<file path="src/logic/tci_pkg.sv">
// Constants, register layouts and filter tables for the timer channel input block
package tci_pkg;

   ////////////////////////////////////////////////////////////////////////////////
   // Register byte addresses
   localparam logic [7:0] ADDR_INPUT_CFG = 8'h1C;
   localparam logic [7:0] ADDR_CEP = 8'h20;
   localparam logic [7:0] ADDR_PROTECTION_LEVEL = 8'h44;
   localparam logic [7:0] ADDR_MODE01 = 8'h48;
   localparam logic [7:0] ADDR_ISTAT = 8'h4C;
   localparam logic [7:0] ADDR_ICLR = 8'h50;
   localparam logic [7:0] ADDR_IEN = 8'h54;

   ////////////////////////////////////////////////////////////////////////////////
   // Reset values and masks
   localparam logic [15:0] RST_INPUT_CFG = 16'h0000;
   localparam logic [15:0] RST_CEP = 16'h0000;
   localparam logic [15:0] RST_MODE01 = 16'h0000;
   localparam logic [1:0] RST_PROTECTION_LEVEL = 2'h0;
   localparam logic [1:0] RST_IRQ = 2'h0;
   localparam logic [15:0] CEP_USED_MASK = 16'h3FFF;
   localparam logic [15:0] MODE01_MASK = 16'h0303;

   ////////////////////////////////////////////////////////////////////////////////
   // Field positions
   localparam int CEP_GRP = 4;
   localparam int CEP_EN = 0;
   localparam int CEP_P = 1;
   localparam int CEP_NEN = 2;
   localparam int CEP_NP = 3;
   localparam int PROTECTION_LEVEL_LSB = 8;
   localparam int MODE1_LSB = 8;

   ////////////////////////////////////////////////////////////////////////////////
   // Mode codes and bus answers
   localparam logic [1:0] MODE_OUT = 2'h0;
   localparam logic [1:0] MODE_OWN = 2'h1;
   localparam logic [1:0] MODE_CROSS = 2'h2;
   localparam logic [1:0] RESP_OKAY = 2'h0;
   localparam logic [1:0] RESP_SLVERR = 2'h2;

   typedef struct packed {
      logic [3:0] ch3_input_filter_sel;
      logic [1:0] ch3_capture_divider;
      logic [1:0] ch3_mode_sel;
      logic [3:0] ch2_input_filter_sel;
      logic [1:0] ch2_capture_divider;
      logic [1:0] ch2_mode_sel;
   } tci_input_cfg_t;

   ////////////////////////////////////////////////////////////////////////////////
   // Equal samples needed per filter setting
   function automatic logic [3:0] tci_flt_need(input logic [3:0] sel);
      case (sel)
         4'h1: tci_flt_need = 4'h2;
         4'h2: tci_flt_need = 4'h4;
         4'h3, 4'h5, 4'h7, 4'h9, 4'hC, 4'hF: tci_flt_need = 4'h8;
         4'h4, 4'h6, 4'h8, 4'hB, 4'hE: tci_flt_need = 4'h6;
         4'hA, 4'hD: tci_flt_need = 4'h5;
         default: tci_flt_need = 4'h0;
      endcase
   endfunction

   // Log2 of the sampling divider applied to the dead-time clock
   function automatic logic [2:0] tci_flt_shift(input logic [3:0] sel);
      case (sel)
         4'h4, 4'h5: tci_flt_shift = 3'h1;
         4'h6, 4'h7: tci_flt_shift = 3'h2;
         4'h8, 4'h9: tci_flt_shift = 3'h3;
         4'hA, 4'hB, 4'hC: tci_flt_shift = 3'h4;
         4'hD, 4'hE, 4'hF: tci_flt_shift = 3'h5;
         default: tci_flt_shift = 3'h0;
      endcase
   endfunction

endpackage

</file>
<file path="src/logic/tci_filt_if.sv">
// Link between the channel logic and one input filter
interface tci_filt_if;
   logic [3:0] sel;
   logic raw;
   logic filt;
   modport ctl (output sel, output raw, input filt);
   modport flt (input sel, input raw, output filt);
endinterface

</file>
<file path="src/logic/tci_channel_ctrl.sv">
// Channel input conditioning, enables and polarity with register slave
module tci_channel_ctrl (
   // Clock and reset
   input wire logic clk_sys,
   input wire logic resetn,
   // AXI4-Lite write
   input wire logic [7:0] s_axi_awaddr,
   input wire logic s_axi_awvalid,
   output logic s_axi_awready,
   input wire logic [31:0] s_axi_wdata,
   input wire logic [3:0] s_axi_wstrb,
   input wire logic s_axi_wvalid,
   output logic s_axi_wready,
   output logic [1:0] s_axi_bresp,
   output logic s_axi_bvalid,
   input wire logic s_axi_bready,
   // AXI4-Lite read
   input wire logic [7:0] s_axi_araddr,
   input wire logic s_axi_arvalid,
   output logic s_axi_arready,
   output logic [31:0] s_axi_rdata,
   output logic [1:0] s_axi_rresp,
   output logic s_axi_rvalid,
   input wire logic s_axi_rready,
   // Channel pins and compare references
   input wire logic [3:0] ch_raw_input,
   input wire logic [3:0] ch_ref,
   input wire logic [1:0] internal_trigger_select,
   output logic [3:0] ch_main_output,
   output logic [3:0] ch_main_oe,
   output logic [2:0] ch_comp_output,
   output logic [2:0] ch_comp_oe,
   // Events
   output logic [1:0] ch_trigger,
   output logic [1:0] capture_pulse,
   output logic irq
);

   typedef struct packed {
      tci_pkg::tci_input_cfg_t incfg;
      logic [15:0] cep;
      logic [1:0] protection_level;
      logic [15:0] mode01;
      logic [1:0] istat;
      logic [1:0] ien;
      logic aw_v;
      logic [7:0] aw_a;
      logic w_v;
      logic [31:0] w_d;
      logic [3:0] w_s;
      logic bv;
      logic [1:0] bresp;
      logic rv;
      logic [31:0] rd;
      logic [1:0] rresp;
      logic [1:0] sel_prev;
      logic [1:0][2:0] pcnt;
      logic [1:0] cap;
      logic [1:0] trig;
      logic [3:0] mout;
      logic [3:0] moe;
      logic [2:0] cout;
      logic [2:0] coe;
   } tci_state_t;

   tci_state_t s_q;
   tci_state_t s_d;
   logic [3:0][1:0] mode_c;
   logic [1:0] filt_c;
   logic [1:0] sel_c;
   logic [1:0] edge_c;
   logic wr_go;
   logic [7:0] waddr;
   logic [7:0] raddr;
   logic [15:0] wmask;
   logic [15:0] wmerge;
   logic [15:0] cep_new;
   logic [15:0] cfg_new;
   logic [15:0] m01_new;
   logic [1:0] md;
   logic [1:0] dv;
   logic [2:0] lim;
   logic en;
   logic pol;

   ////////////////////////////////////////////////////////////////////////////////
   // Input filters for channels 2 and 3
   genvar k;
   generate
      for (k = 0; k < 2; k++) begin : g_flt
         tci_filt_if fif ();
         assign fif.sel = (k == 0) ? s_q.incfg.ch2_input_filter_sel
                                   : s_q.incfg.ch3_input_filter_sel;
         assign fif.raw = ch_raw_input[k + 2];
         assign filt_c[k] = fif.filt;
         tci_input_filter u_flt (
            .clk_sys (clk_sys),
            .resetn (resetn),
            .fi (fif.flt)
         );
      end
   endgenerate

   assign mode_c = {s_q.incfg.ch3_mode_sel, s_q.incfg.ch2_mode_sel,
                    s_q.mode01[tci_pkg::MODE1_LSB +: 2], s_q.mode01[1:0]};

   ////////////////////////////////////////////////////////////////////////////////
   always_comb begin
      s_d = s_q;
      sel_c = '0;
      edge_c = '0;
      md = '0;
      dv = '0;
      lim = '0;
      en = 1'b0;
      pol = 1'b0;
      waddr = {s_q.aw_a[7:2], 2'b00};
      raddr = {s_axi_araddr[7:2], 2'b00};
      wr_go = s_q.aw_v && s_q.w_v && !s_q.bv;
      wmask = {{8{s_q.w_s[1]}}, {8{s_q.w_s[0]}}};
      wmerge = s_q.w_d[15:0] & wmask;
      cep_new = ((s_q.cep & ~wmask) | wmerge) & tci_pkg::CEP_USED_MASK;
      cfg_new = (s_q.incfg & ~wmask) | wmerge;
      m01_new = ((s_q.mode01 & ~wmask) | wmerge) & tci_pkg::MODE01_MASK;

      // Address and data may arrive in either order
      if (s_axi_awvalid && !s_q.aw_v) begin
         s_d.aw_v = 1'b1;
         s_d.aw_a = s_axi_awaddr;
      end
      if (s_axi_wvalid && !s_q.w_v) begin
         s_d.w_v = 1'b1;
         s_d.w_d = s_axi_wdata;
         s_d.w_s = s_axi_wstrb;
      end
      if (s_q.bv && s_axi_bready) begin
         s_d.bv = 1'b0;
      end
      if (s_q.rv && s_axi_rready) begin
         s_d.rv = 1'b0;
      end

      ////////////////////////////////////////////////////////////////////////////
      // Register writes
      if (wr_go) begin
         s_d.aw_v = 1'b0;
         s_d.w_v = 1'b0;
         s_d.bv = 1'b1;
         s_d.bresp = tci_pkg::RESP_OKAY;
         if (waddr == tci_pkg::ADDR_INPUT_CFG) begin
            if (s_q.cep[2 * tci_pkg::CEP_GRP + tci_pkg::CEP_EN]) begin
               cfg_new[1:0] = s_q.incfg.ch2_mode_sel;
            end
            if (s_q.cep[3 * tci_pkg::CEP_GRP + tci_pkg::CEP_EN]) begin
               cfg_new[9:8] = s_q.incfg.ch3_mode_sel;
            end
            s_d.incfg = tci_pkg::tci_input_cfg_t'(cfg_new);
         end else if (waddr == tci_pkg::ADDR_CEP) begin
            for (int i = 0; i < 4; i++) begin
               if (s_q.protection_level[1]) begin
                  cep_new[i * tci_pkg::CEP_GRP + tci_pkg::CEP_P] =
                     s_q.cep[i * tci_pkg::CEP_GRP + tci_pkg::CEP_P];
               end
               if (i < 3 && s_q.protection_level[1] && mode_c[i] == tci_pkg::MODE_OUT) begin
                  cep_new[i * tci_pkg::CEP_GRP + tci_pkg::CEP_NP] =
                     s_q.cep[i * tci_pkg::CEP_GRP + tci_pkg::CEP_NP];
               end
            end
            s_d.cep = cep_new;
         end else if (waddr == tci_pkg::ADDR_PROTECTION_LEVEL) begin
            if (s_q.w_s[1]) begin
               s_d.protection_level = s_q.w_d[tci_pkg::PROTECTION_LEVEL_LSB +: 2];
            end
         end else if (waddr == tci_pkg::ADDR_MODE01) begin
            // Same lock for channels 0 and 1
            if (s_q.cep[tci_pkg::CEP_EN]) begin
               m01_new[1:0] = s_q.mode01[1:0];
            end
            if (s_q.cep[tci_pkg::CEP_GRP + tci_pkg::CEP_EN]) begin
               m01_new[tci_pkg::MODE1_LSB +: 2] = s_q.mode01[tci_pkg::MODE1_LSB +: 2];
            end
            s_d.mode01 = m01_new;
         end else if (waddr == tci_pkg::ADDR_ICLR) begin
            if (s_q.w_s[0]) begin
               s_d.istat = s_q.istat & ~s_q.w_d[1:0];
            end
         end else if (waddr == tci_pkg::ADDR_IEN) begin
            if (s_q.w_s[0]) begin
               s_d.ien = s_q.w_d[1:0];
            end
         end else if (waddr != tci_pkg::ADDR_ISTAT) begin
            s_d.bresp = tci_pkg::RESP_SLVERR;
         end
      end

      ////////////////////////////////////////////////////////////////////////////
      // Register reads
      if (s_axi_arvalid && !s_q.rv) begin
         s_d.rv = 1'b1;
         s_d.rresp = tci_pkg::RESP_OKAY;
         s_d.rd = 32'h0000_0000;
         if (raddr == tci_pkg::ADDR_INPUT_CFG) begin
            s_d.rd = {16'h0000, s_q.incfg};
         end else if (raddr == tci_pkg::ADDR_CEP) begin
            s_d.rd = {16'h0000, s_q.cep};
         end else if (raddr == tci_pkg::ADDR_PROTECTION_LEVEL) begin
            s_d.rd = {22'h000000, s_q.protection_level, 8'h00};
         end else if (raddr == tci_pkg::ADDR_MODE01) begin
            s_d.rd = {16'h0000, s_q.mode01};
         end else if (raddr == tci_pkg::ADDR_ISTAT) begin
            s_d.rd = {30'h00000000, s_q.istat};
         end else if (raddr == tci_pkg::ADDR_IEN) begin
            s_d.rd = {30'h00000000, s_q.ien};
         end else if (raddr != tci_pkg::ADDR_ICLR) begin
            s_d.rresp = tci_pkg::RESP_SLVERR;
         end
      end

      ////////////////////////////////////////////////////////////////////////////
      // Capture path, index 0 is channel 2 and index 1 channel 3
      s_d.cap = 2'h0;
      for (int c = 0; c < 2; c++) begin
         md = mode_c[c + 2];
         dv = (c == 0) ? s_q.incfg.ch2_capture_divider : s_q.incfg.ch3_capture_divider;
         en = s_q.cep[(c + 2) * tci_pkg::CEP_GRP + tci_pkg::CEP_EN];
         pol = s_q.cep[(c + 2) * tci_pkg::CEP_GRP + tci_pkg::CEP_P];
         if (md == tci_pkg::MODE_OWN) begin
            sel_c[c] = filt_c[c];
         end else if (md == tci_pkg::MODE_CROSS) begin
            sel_c[c] = filt_c[1 - c];
         end else begin
            sel_c[c] = internal_trigger_select[c];
         end
         s_d.sel_prev[c] = sel_c[c] ^ pol;
         s_d.trig[c] = sel_c[c] ^ pol;
         edge_c[c] = (sel_c[c] ^ pol) && !s_q.sel_prev[c];
         lim = 3'((4'h1 << dv) - 4'h1);
         if (!en) begin
            s_d.pcnt[c] = 3'h0;
         end else if (edge_c[c] && md != tci_pkg::MODE_OUT) begin
            if (s_q.pcnt[c] >= lim) begin
               s_d.pcnt[c] = 3'h0;
               s_d.cap[c] = 1'b1;
            end else begin
               s_d.pcnt[c] = s_q.pcnt[c] + 3'h1;
            end
         end
      end

      ////////////////////////////////////////////////////////////////////////////
      // Output stage, dead time lives elsewhere
      for (int i = 0; i < 4; i++) begin
         s_d.moe[i] = s_q.cep[i * tci_pkg::CEP_GRP + tci_pkg::CEP_EN]
                      && mode_c[i] == tci_pkg::MODE_OUT;
         s_d.mout[i] = s_d.moe[i]
                       && (ch_ref[i] ^ s_q.cep[i * tci_pkg::CEP_GRP + tci_pkg::CEP_P]);
      end
      for (int i = 0; i < 3; i++) begin
         s_d.coe[i] = s_q.cep[i * tci_pkg::CEP_GRP + tci_pkg::CEP_NEN]
                      && mode_c[i] == tci_pkg::MODE_OUT;
         s_d.cout[i] = s_d.coe[i]
                       && (!ch_ref[i] ^ s_q.cep[i * tci_pkg::CEP_GRP + tci_pkg::CEP_NP]);
      end

      // Sticky capture flags; a set in the clear cycle wins
      s_d.istat = s_d.istat | s_d.cap;
   end

   always_ff @(posedge clk_sys or negedge resetn) begin
      if (!resetn) begin
         s_q <= '0;
         s_q.incfg <= tci_pkg::tci_input_cfg_t'(tci_pkg::RST_INPUT_CFG);
         s_q.cep <= tci_pkg::RST_CEP;
         s_q.protection_level <= tci_pkg::RST_PROTECTION_LEVEL;
         s_q.mode01 <= tci_pkg::RST_MODE01;
         s_q.istat <= tci_pkg::RST_IRQ;
         s_q.ien <= tci_pkg::RST_IRQ;
      end else begin
         s_q <= s_d;
      end
   end

   ////////////////////////////////////////////////////////////////////////////////
   assign s_axi_awready = !s_q.aw_v;
   assign s_axi_wready = !s_q.w_v;
   assign s_axi_bvalid = s_q.bv;
   assign s_axi_bresp = s_q.bresp;
   assign s_axi_arready = !s_q.rv;
   assign s_axi_rvalid = s_q.rv;
   assign s_axi_rdata = s_q.rd;
   assign s_axi_rresp = s_q.rresp;
   assign ch_main_output = s_q.mout;
   assign ch_main_oe = s_q.moe;
   assign ch_comp_output = s_q.cout;
   assign ch_comp_oe = s_q.coe;
   assign ch_trigger = s_q.trig;
   assign capture_pulse = s_q.cap;
   assign irq = |(s_q.istat & s_q.ien);
endmodule // tci_channel_ctrl

</file>
<file path="src/logic/tci_input_filter.sv">
// Digital input filter with selectable sampling rate and sample count
module tci_input_filter (
   // Clock and reset
   input wire logic clk_sys,
   input wire logic resetn,
   // Filter link
   tci_filt_if.flt fi
);

   typedef struct packed {
      logic [4:0] div;
      logic last;
      logic [3:0] cnt;
      logic filt;
   } tci_flt_state_t;

   tci_flt_state_t s_q;
   tci_flt_state_t s_d;
   logic [3:0] need;
   logic [4:0] mask;
   logic tick;
   logic [3:0] nc;

   ////////////////////////////////////////////////////////////////////////////////
   always_comb begin
      s_d = s_q;
      // Dead-time sample clock equals the kernel clock here
      s_d.div = s_q.div + 5'h01;
      need = tci_pkg::tci_flt_need(fi.sel);
      mask = 5'((6'h01 << tci_pkg::tci_flt_shift(fi.sel)) - 6'h01);
      tick = (s_q.div & mask) == 5'h00;
      nc = s_q.cnt;
      if (fi.sel == 4'h0) begin
         s_d.filt = fi.raw;
         s_d.last = fi.raw;
         s_d.cnt = 4'h0;
      end else if (tick) begin
         if (fi.raw != s_q.last) begin
            nc = 4'h1;
         end else if (s_q.cnt < need) begin
            nc = s_q.cnt + 4'h1;
         end
         s_d.last = fi.raw;
         s_d.cnt = nc;
         if (nc >= need) begin
            s_d.filt = fi.raw;
         end
      end
   end

   always_ff @(posedge clk_sys or negedge resetn) begin
      if (!resetn) begin
         s_q <= '0;
      end else begin
         s_q <= s_d;
      end
   end

   assign fi.filt = s_q.filt;
endmodule // tci_input_filter

</file>
<file path="config.mk">
export PLATFORM = sky130hd
export DESIGN_NAME = tci_channel_ctrl
export DESIGN_NICKNAME = d
export VERILOG_FILES = /design/src/logic/tci_pkg.sv /design/src/logic/tci_filt_if.sv /design/src/logic/tci_channel_ctrl.sv /design/src/logic/tci_input_filter.sv
export SDC_FILE = /design/constraint.sdc
export NUM_CORES = 1
export LEC_CHECK = 0
export BUFFER_PORTS_ARGS = -buffer_cell sky130_fd_sc_hd__buf_2
export CAP_MARGIN = 20
export CORE_MARGIN = 2
export CORE_UTILIZATION = 40
export CTS_BUF_LIST = sky130_fd_sc_hd__clkbuf_4
export CTS_CLUSTER_DIAMETER = 60
export DETAILED_ROUTE_END_ITERATION = 8
export PLACE_DENSITY = 0.72
export SETUP_SLACK_MARGIN = 0.5
export SLEW_MARGIN = 20
export SYNTH_ARGS = -nofsm -noshare
export SYNTH_HDL_FRONTEND = slang
export SYNTH_SLANG_ARGS = --single-unit
</file>
<file path="constraint.sdc">
create_clock -name clk_sys -period 5.1 [get_ports clk_sys]
set_input_delay 0.765 -clock clk_sys [delete_from_list [all_inputs] [get_ports clk_sys]]
set_output_delay 0.765 -clock clk_sys [all_outputs]
set_load 0.1 [all_outputs]
</file>
==> run_results.csv, run 1 <==
group,metric,value,unit
sta,hold_viol,0,
sta,timing.fmax,0.2578,GHz
synthesis,seq_area_frac_synth,0.4574,
route,finalWirelength,15120,um
flow_run,drv_cap,0,
final_layout,final_cell_mix,"dfrtp_1 (132), buf_2 (85), mux2_2 (66)",
worst_setup_path,critical_path.cell_chain,"inv_1, ha_1, a21oi_1, nand2_1, o21a_1, ha_1, a2111oi_0, a21bo_1, xor2_1, nor2_1, ha_1, nand2b_1, a21o_1, a21o_1, a21oi_1, o21ai_0, mux2_2",
floorplan,row_count,49,
floorplan,design.core.area,17840,um2
floorplan,die_x,138.4,um
synthesis,synth_top_area_share,0.4574,
route,vias,5072,
floorplan,initial_utilization,0.4048,
global_routing,antenna_found_initial,1,
worst_setup_path,critical_path_class,"flop to flop",
clock_tree,cts.sinks,132,
sta,rsz0062_at_grt,"false",
synthesis,ys.flop_type,"dfrtp_1",
synthesis,yosysWarningCount,0,
floorplan,die_h,138.4,um
power,ir_worst_vdd,0.4527,mV
route,first_pass_iters,6,
place,post-place-ws,1.219,ns
final_layout,final_common_cell,"dfrtp_1",
clock_tree,postCtsResizedCells,0,
clock_tree,cts_root_buffer,"clkbuf_4",
worst_setup_path,cp.arrival,4.33,ns
clock_tree,htree_levels,4,
synthesis,ys_seq_elements,132,
final_layout,drive_gt1_frac,0.2636,
clock_tree,cts_tree,"done",
power,leakage,0.003803,uW
outcome,status,"finished clean",
synthesis,synthCells,685,
global_routing,grt_use_total,0.1642,
final_layout,area.growth.synth_to_final,8.940,%
place,place.gp.congestion,0.8299,
sta,fin_skew,0.01476,ns
power,power_density,552.9,nW/um2
worst_setup_path,crit_fanout,8,
sta,worstMarginPinSlew,1.069,ns
clock_tree,postCtsHoldBufs,0,
route,wl_per_cell,15.41,um
final_layout,fill_cells,1665,
global_routing,grt_max_degree,98,
sta,slew_viol_final,0,
clock_tree,numCtsBuffers,17,
synthesis,synth_top_area_cell,"dfrtp_1",
route,drt-initial-drc-count,248,
place,dp_hpwl,11060,um
sta,slew_headroom,0.2841,
synthesis,synth_area_per_cell,10.54,um2
synthesis,synthArstFlopShare,1.000,
sta,whs,0.2672,ns
synthesis,synth.area.top_cells,"dfrtp_1 (46%), mux2_2 (10%), ha_1 (6.6%), buf_4 (5.7%), o21ai_0 (3.0%)",
synthesis,syn_area,7222,um2
floorplan,fp.dieArea,19150,um2
worst_hold_path,holdCritPathClass,"primary input to async pin",
worst_setup_path,cp_common_cell,"ha_1",
power,power,4350,uW
worst_setup_path,cpPeakStageDelay,0.49,ns
sta,period_share,0.7607,
sta,finalWorstSetupSlack,1.221,ns
worst_setup_path,cp.required,5.55,ns
sta,finalSetupTns,0,ns
clock_tree,insertion_delay,0.56,ns
global_routing,grt_first_pass_wirelength,25160,um
worst_setup_path,cp-start-kind,"flop",
clock_tree,clk_pin_slew,0.11,ns
worst_setup_path,cp-end-kind,"flop",
sta,setup_viol_count_final,0,
clock_tree,cts_setup_buffers,0,
route,drc,0,
global_routing,overflow,0,
route,drt-vias-per-instance,5.170,
synthesis,synth-edff-count,0,
global_routing,grt_pass1_vias,4935,
route,postRouteAntennaNets,0,
worst_setup_path,slowest_stage,"dfrtp_1",
synthesis,ys_types,60,
worst_setup_path,crit_family,"compound AO/OA/AOI/OAI gates",
clock_tree,cts_buffer_depth,2,
final_layout,final_nets,845,
worst_setup_path,crit_buf_inv,1,
sta,finalCriticalPeriod,3.879,ns
floorplan,io_pins,129,
place,port_buffers,86,
-- routing by layer --
layer / wire [um] / track usage / vias up
met1: 6855 / 0.2165 / 2457
li1: - / - / 2448
met4: 513 / 0.08002 / 0
met3: 650 / 0.03810 / 37
met2: 7098 / 0.2559 / 130
met5: 0 / 0 / -
-- worst paths after layout --
kind	start	slack [ns]	to	depth (start not counted)
max	flop	1.22	g_flt[0].u_flt.fi.filt$_DFFE_PN0P_	17
min	resetn	0.27	s_q[23]$_DFFE_PN0P_	1
max reg2reg	flop	1.22	g_flt[0].u_flt.fi.filt$_DFFE_PN0P_	17
min reg2reg	g_flt[0].u_flt.s_q[10]$_DFF_PN0_	0.47	g_flt[0].u_flt.s_q[10]$_DFF_PN0_	1
max in group asynchronous	resetn	3.81	s_q[68]$_DFFE_PN0P_	2
min in group clk_sys	s_axi_bready	0.37	s_axi_bvalid$_DFFE_PN0P_	2
-- power by group --
group,total (uW),switching [uW],internal (uW),leakage (uW)
Combinational,1900,1230,667,0.00190
Sequential,1700,354,1340,0.00173
Clock,756,373,382,0.000165
-- area by class of cell --
cell class              instances  area (um2)  area share
flip-flops and latches        132        3303      0.4198
multi-input cells             472        3417      0.4343
repair buffers                 89       459.2     0.05837
diodes                          1       2.502   0.0003181
inverters                      26       97.59     0.01240
well taps                     229       286.5     0.03642
clock buffers                  18       135.1     0.01718
clock inverters                14       166.4     0.02115
-- through the flow --
| stage | cells | area [um2] | util |
|---|---|---|---|
| 2_1_floorplan | 702 | 7286 | - |
| 3_3_place_gp | 948 | 7557 | 0.4236 |
| 3_5_place_dp | 948 | 7557 | 0.4236 |
| 4_1_cts | 980 | 7859 | 0.4405 |
| 5_1_grt | 981 | 7868 | 0.4410 |
| 6_report | 981 | 7868 | 0.4410 |
-- worst reg2reg max path, stage by stage, from the launching register on --
cell       delay (ns)
dfrtp_1          0.49
inv_1            0.12
ha_1             0.32
a21oi_1          0.15
nand2_1          0.08
o21a_1           0.15
ha_1             0.29
a2111oi_0        0.36
a21bo_1          0.29
xor2_1           0.16
nor2_1           0.05
ha_1             0.29
nand2b_1         0.14
a21o_1           0.17
a21o_1           0.17
a21oi_1          0.14
o21ai_0          0.10
mux2_2           0.29
-- cells in the mapped netlist, types with 9 or more instances --
master	number
nor2b_1	9
inv_1	26
nor3_1	12
nand3_1	10
and2_1	9
a22oi_1	12
ha_1	38
a21oi_1	23
mux2_2	66
xnor2_1	12
buf_4	55
nor2_1	48
clkbuf_1	12
and3_1	12
xor2_1	12
dfrtp_1	132
o21ai_0	44
nand2_1	50
mux2i_1	15
-- cell families (layout without fill, tap and decap cells) --
logic type	Yosys count	count (layout)	share of synthesized area
fa+ha+maj	38	38	0.06584
other cells	1	19	0.0005193
buf+inv	98	147	0.08021
xor+xnor	24	24	0.02911
simple gates	191	191	0.1363
flops	132	132	0.4574
mux	81	81	0.1237
compound gates	120	120	0.1069
No activity file was read; power rests on OpenSTA's default activity.
==> inputs of run 2 (changes only) <==
PLACE_DENSITY = 0.75   (was 0.72)
clock period = 3.5 ns   (was 5.1 ns; I/O delays follow)
==> run 2 against run 1 <==
The run now ends with setup timing left. Cell count is 4.0% higher. Total power is 62% higher. Global-route usage is 0.81 points higher. Sequential share of layout area is 2.3 points lower. Non-clock buffer count up 40. Routed wire length is 7.7% higher. Utilization up 2.6 points. Critical path depth rose by 4. Critical path type unchanged.
==> run_results.csv, run 2 (synthesis gave the netlist of run 1 again) <==
group,metric,value,unit
floorplan,die_h,138.4,um
final_layout,area.growth.synth_to_final,15.40,%
global_routing,grt_first_pass_wirelength,26340,um
sta,rsz0062_at_grt,"true",
route,finalWirelength,16280,um
clock_tree,cts_root_buffer,"clkbuf_4",
worst_setup_path,cp.depth,21,
worst_setup_path,crit_fanout,4,
global_routing,grt_use_total,0.1723,
outcome,status,"finished with violations",
route,postRouteAntennaNets,0,
clock_tree,htree_levels,4,
floorplan,row_count,49,
final_layout,utilization,0.4671,
sta,finalCriticalPeriod,3.563,ns
final_layout,final_nets,885,
floorplan,design.core.area,17840,um2
worst_setup_path,timing.reg2reg.setup_slack,-0.06,ns
clock_tree,insertion_delay,0.54,ns
final_layout,final_area,8334,um2
power,p_comb_frac,0.516,
outcome,violations,"setup timing",
floorplan,initial_utilization,0.4048,
final_layout,final_cell_mix,"dfrtp_1 (127), buf_2 (85), mux2_2 (66)",
final_layout,drive_gt1_frac,0.3523,
route,drc,0,
worst_setup_path,cpPeakStageDelay,0.46,ns
place,port_buffers,86,
global_routing,grt_pass1_vias,5192,
place,postPlaceCellArea,7712,um2
place,place.gp.congestion,0.8810,
power,power_frac_seq,0.349,
route,drt-initial-drc-count,274,
final_layout,fill_cells,1639,
worst_setup_path,cp-end-kind,"flop",
power,clock_power_share,0.135,
power,leakage,0.003999,uW
clock_tree,clk_pin_slew,0.11,ns
flow_run,drv_cap,0,
route,drt-vias-per-instance,5.205,
worst_setup_path,crit_buf_inv,11,
worst_setup_path,crit_family,"buffers and inverters",
route,first_pass_iters,5,
power,power_density,845.7,nW/um2
worst_setup_path,slowest_stage,"dfrtp_2",
clock_tree,cts.sinks,132,
power,p_int,3888,uW
sta,finalWorstSetupSlack,-0.06298,ns
sta,whs,0.03763,ns
worst_setup_path,cp.required,3.92,ns
worst_setup_path,reg2reg_depth,21,
worst_setup_path,critical_path.cell_chain,"inv_4, ha_4, nor2_4, a211oi_2, a21oi_2, buf_4, buf_4, buf_4, buf_4, buf_4, buf_4, buf_4, buf_4, buf_4, buf_4, ha_1, a21o_1, a21o_1, a21oi_2, o21ai_2, mux2_2",
clock_tree,numCtsBuffers,17,
power,p_sw,3161,uW
clock_tree,cts_tree,"done",
sta,timing.fmax,0.2807,GHz
sta,slew_viol_final,0,
worst_setup_path,cp_common_cell,"buf_4",
power,ir_worst_vdd,1.106,mV
place,post-place-ws,0.0009228,ns
worst_setup_path,rr_endpoint,"g_flt[0].u_flt.fi.filt$_DFFE_PN0P_",
floorplan,die_x,138.4,um
sta,period_share,1.018,
clock_tree,cts_buffer_depth,2,
sta,worstMarginPinSlew,0.8959,ns
power,power,7048,uW
route,vias,5309,
worst_setup_path,cp.arrival,3.98,ns
worst_setup_path,cp-start-kind,"flop",
worst_setup_path,endpoint,"g_flt[0].u_flt.fi.filt$_DFFE_PN0P_",
sta,setup_viol_count_final,1,
power,p_sw_frac,0.4484,
worst_setup_path,critical_path_class,"flop to flop",
place,dp_hpwl,11630,um
worst_hold_path,holdCritPathClass,"primary input to async pin",
global_routing,overflow,0,
floorplan,io_pins,129,
route,wl_per_cell,15.96,um
global_routing,grt_max_degree,88,
final_layout,final_common_cell,"dfrtp_1",
sta,hold_viol,0,
global_routing,antenna_found_initial,1,
sta,slew_headroom,0.3943,
sta,fin_skew,0.01918,ns
floorplan,fp.dieArea,19150,um2
-- run 2: per-layer routing --
| layer | wire length, um | track usage |
|---|---|---|
| met1 | 7031 | 0.2171 |
| met4 | 366 | 0.06015 |
| met2 | 7894 | 0.2798 |
| met5 | 0 | 0 |
| met3 | 984 | 0.05611 |
-- run 2: worst min path at each step --
stage | end | slack, ns | depth (start not counted)
after detailed placement | g_flt[0].u_flt.s_q[10]$_DFF_PN0_ | 0.47 | 1
final | async pin | 0.04 | 1
after global placement | s_axi_rdata[1]$_DFFE_PN0P_ | 0.46 | 2
after CTS | g_flt[1].u_flt.s_q[6]$_DFF_PN0_ | 0.03 | 1
after global routing | s_q[79]$_DFFE_PN0P_ | 0.06 | 1
after floorplan | async pin | 0.23 | 0
-- run 2: through the flow --
stage | TNS [ns] | instances
6_report | -0.06298 | 1020
5_1_grt | -0.1578 | 1018
4_1_cts | 0 | 1011
3_5_place_dp | 0 | 959
3_3_place_gp | 0 | 959
2_1_floorplan | 0 | 702
-- run 2: worst reg2reg max path: stages (launching register included) --
cell and delay (ns):
dfrtp_2 0.46, inv_4 0.09, ha_4 0.15, nor2_4 0.04, a211oi_2 0.28, a21oi_2 0.08
buf_4 0.15, buf_4 0.12, buf_4 0.12, buf_4 0.12, buf_4 0.12, buf_4 0.12
buf_4 0.12, buf_4 0.12, buf_4 0.13, buf_4 0.12, ha_1 0.28, a21o_1 0.16
a21o_1 0.18, a21oi_2 0.13, o21ai_2 0.07, mux2_2 0.27
-- run 2: repair_timing --
item | in CTS | in global routing
hold buffers | 0 | 0
pin swaps | 11 | 14
gates resized for setup | 13 | 21
buffers inserted | 22 | 6
endpoints found under the setup margin | 2 | 8
-- run 2: power by group through the flow --
stage	combinational, uW	clock, uW	sequential [uW]
floorplan	2540	0	2330
global placement	2930	0	2460
detailed placement	3010	0	2470
CTS	3370	984	2440
global route	3910	1050	2530
finish	3640	953	2460
-- run 2: cell type report --
cell class                      instances  area (um2)  area share
Antenna cell                            2       5.005   0.0006005
Clock buffer                           21       157.7     0.01892
Clock inverter                          9       88.84     0.01066
Inverter                               26       100.1     0.01201
Multi-Input combinational cell        472        3620      0.4343
Sequential cell                       132        3309      0.3971
Tap cell                              229       286.5     0.03438
Timing Repair Buffer                  129       767.0     0.09203
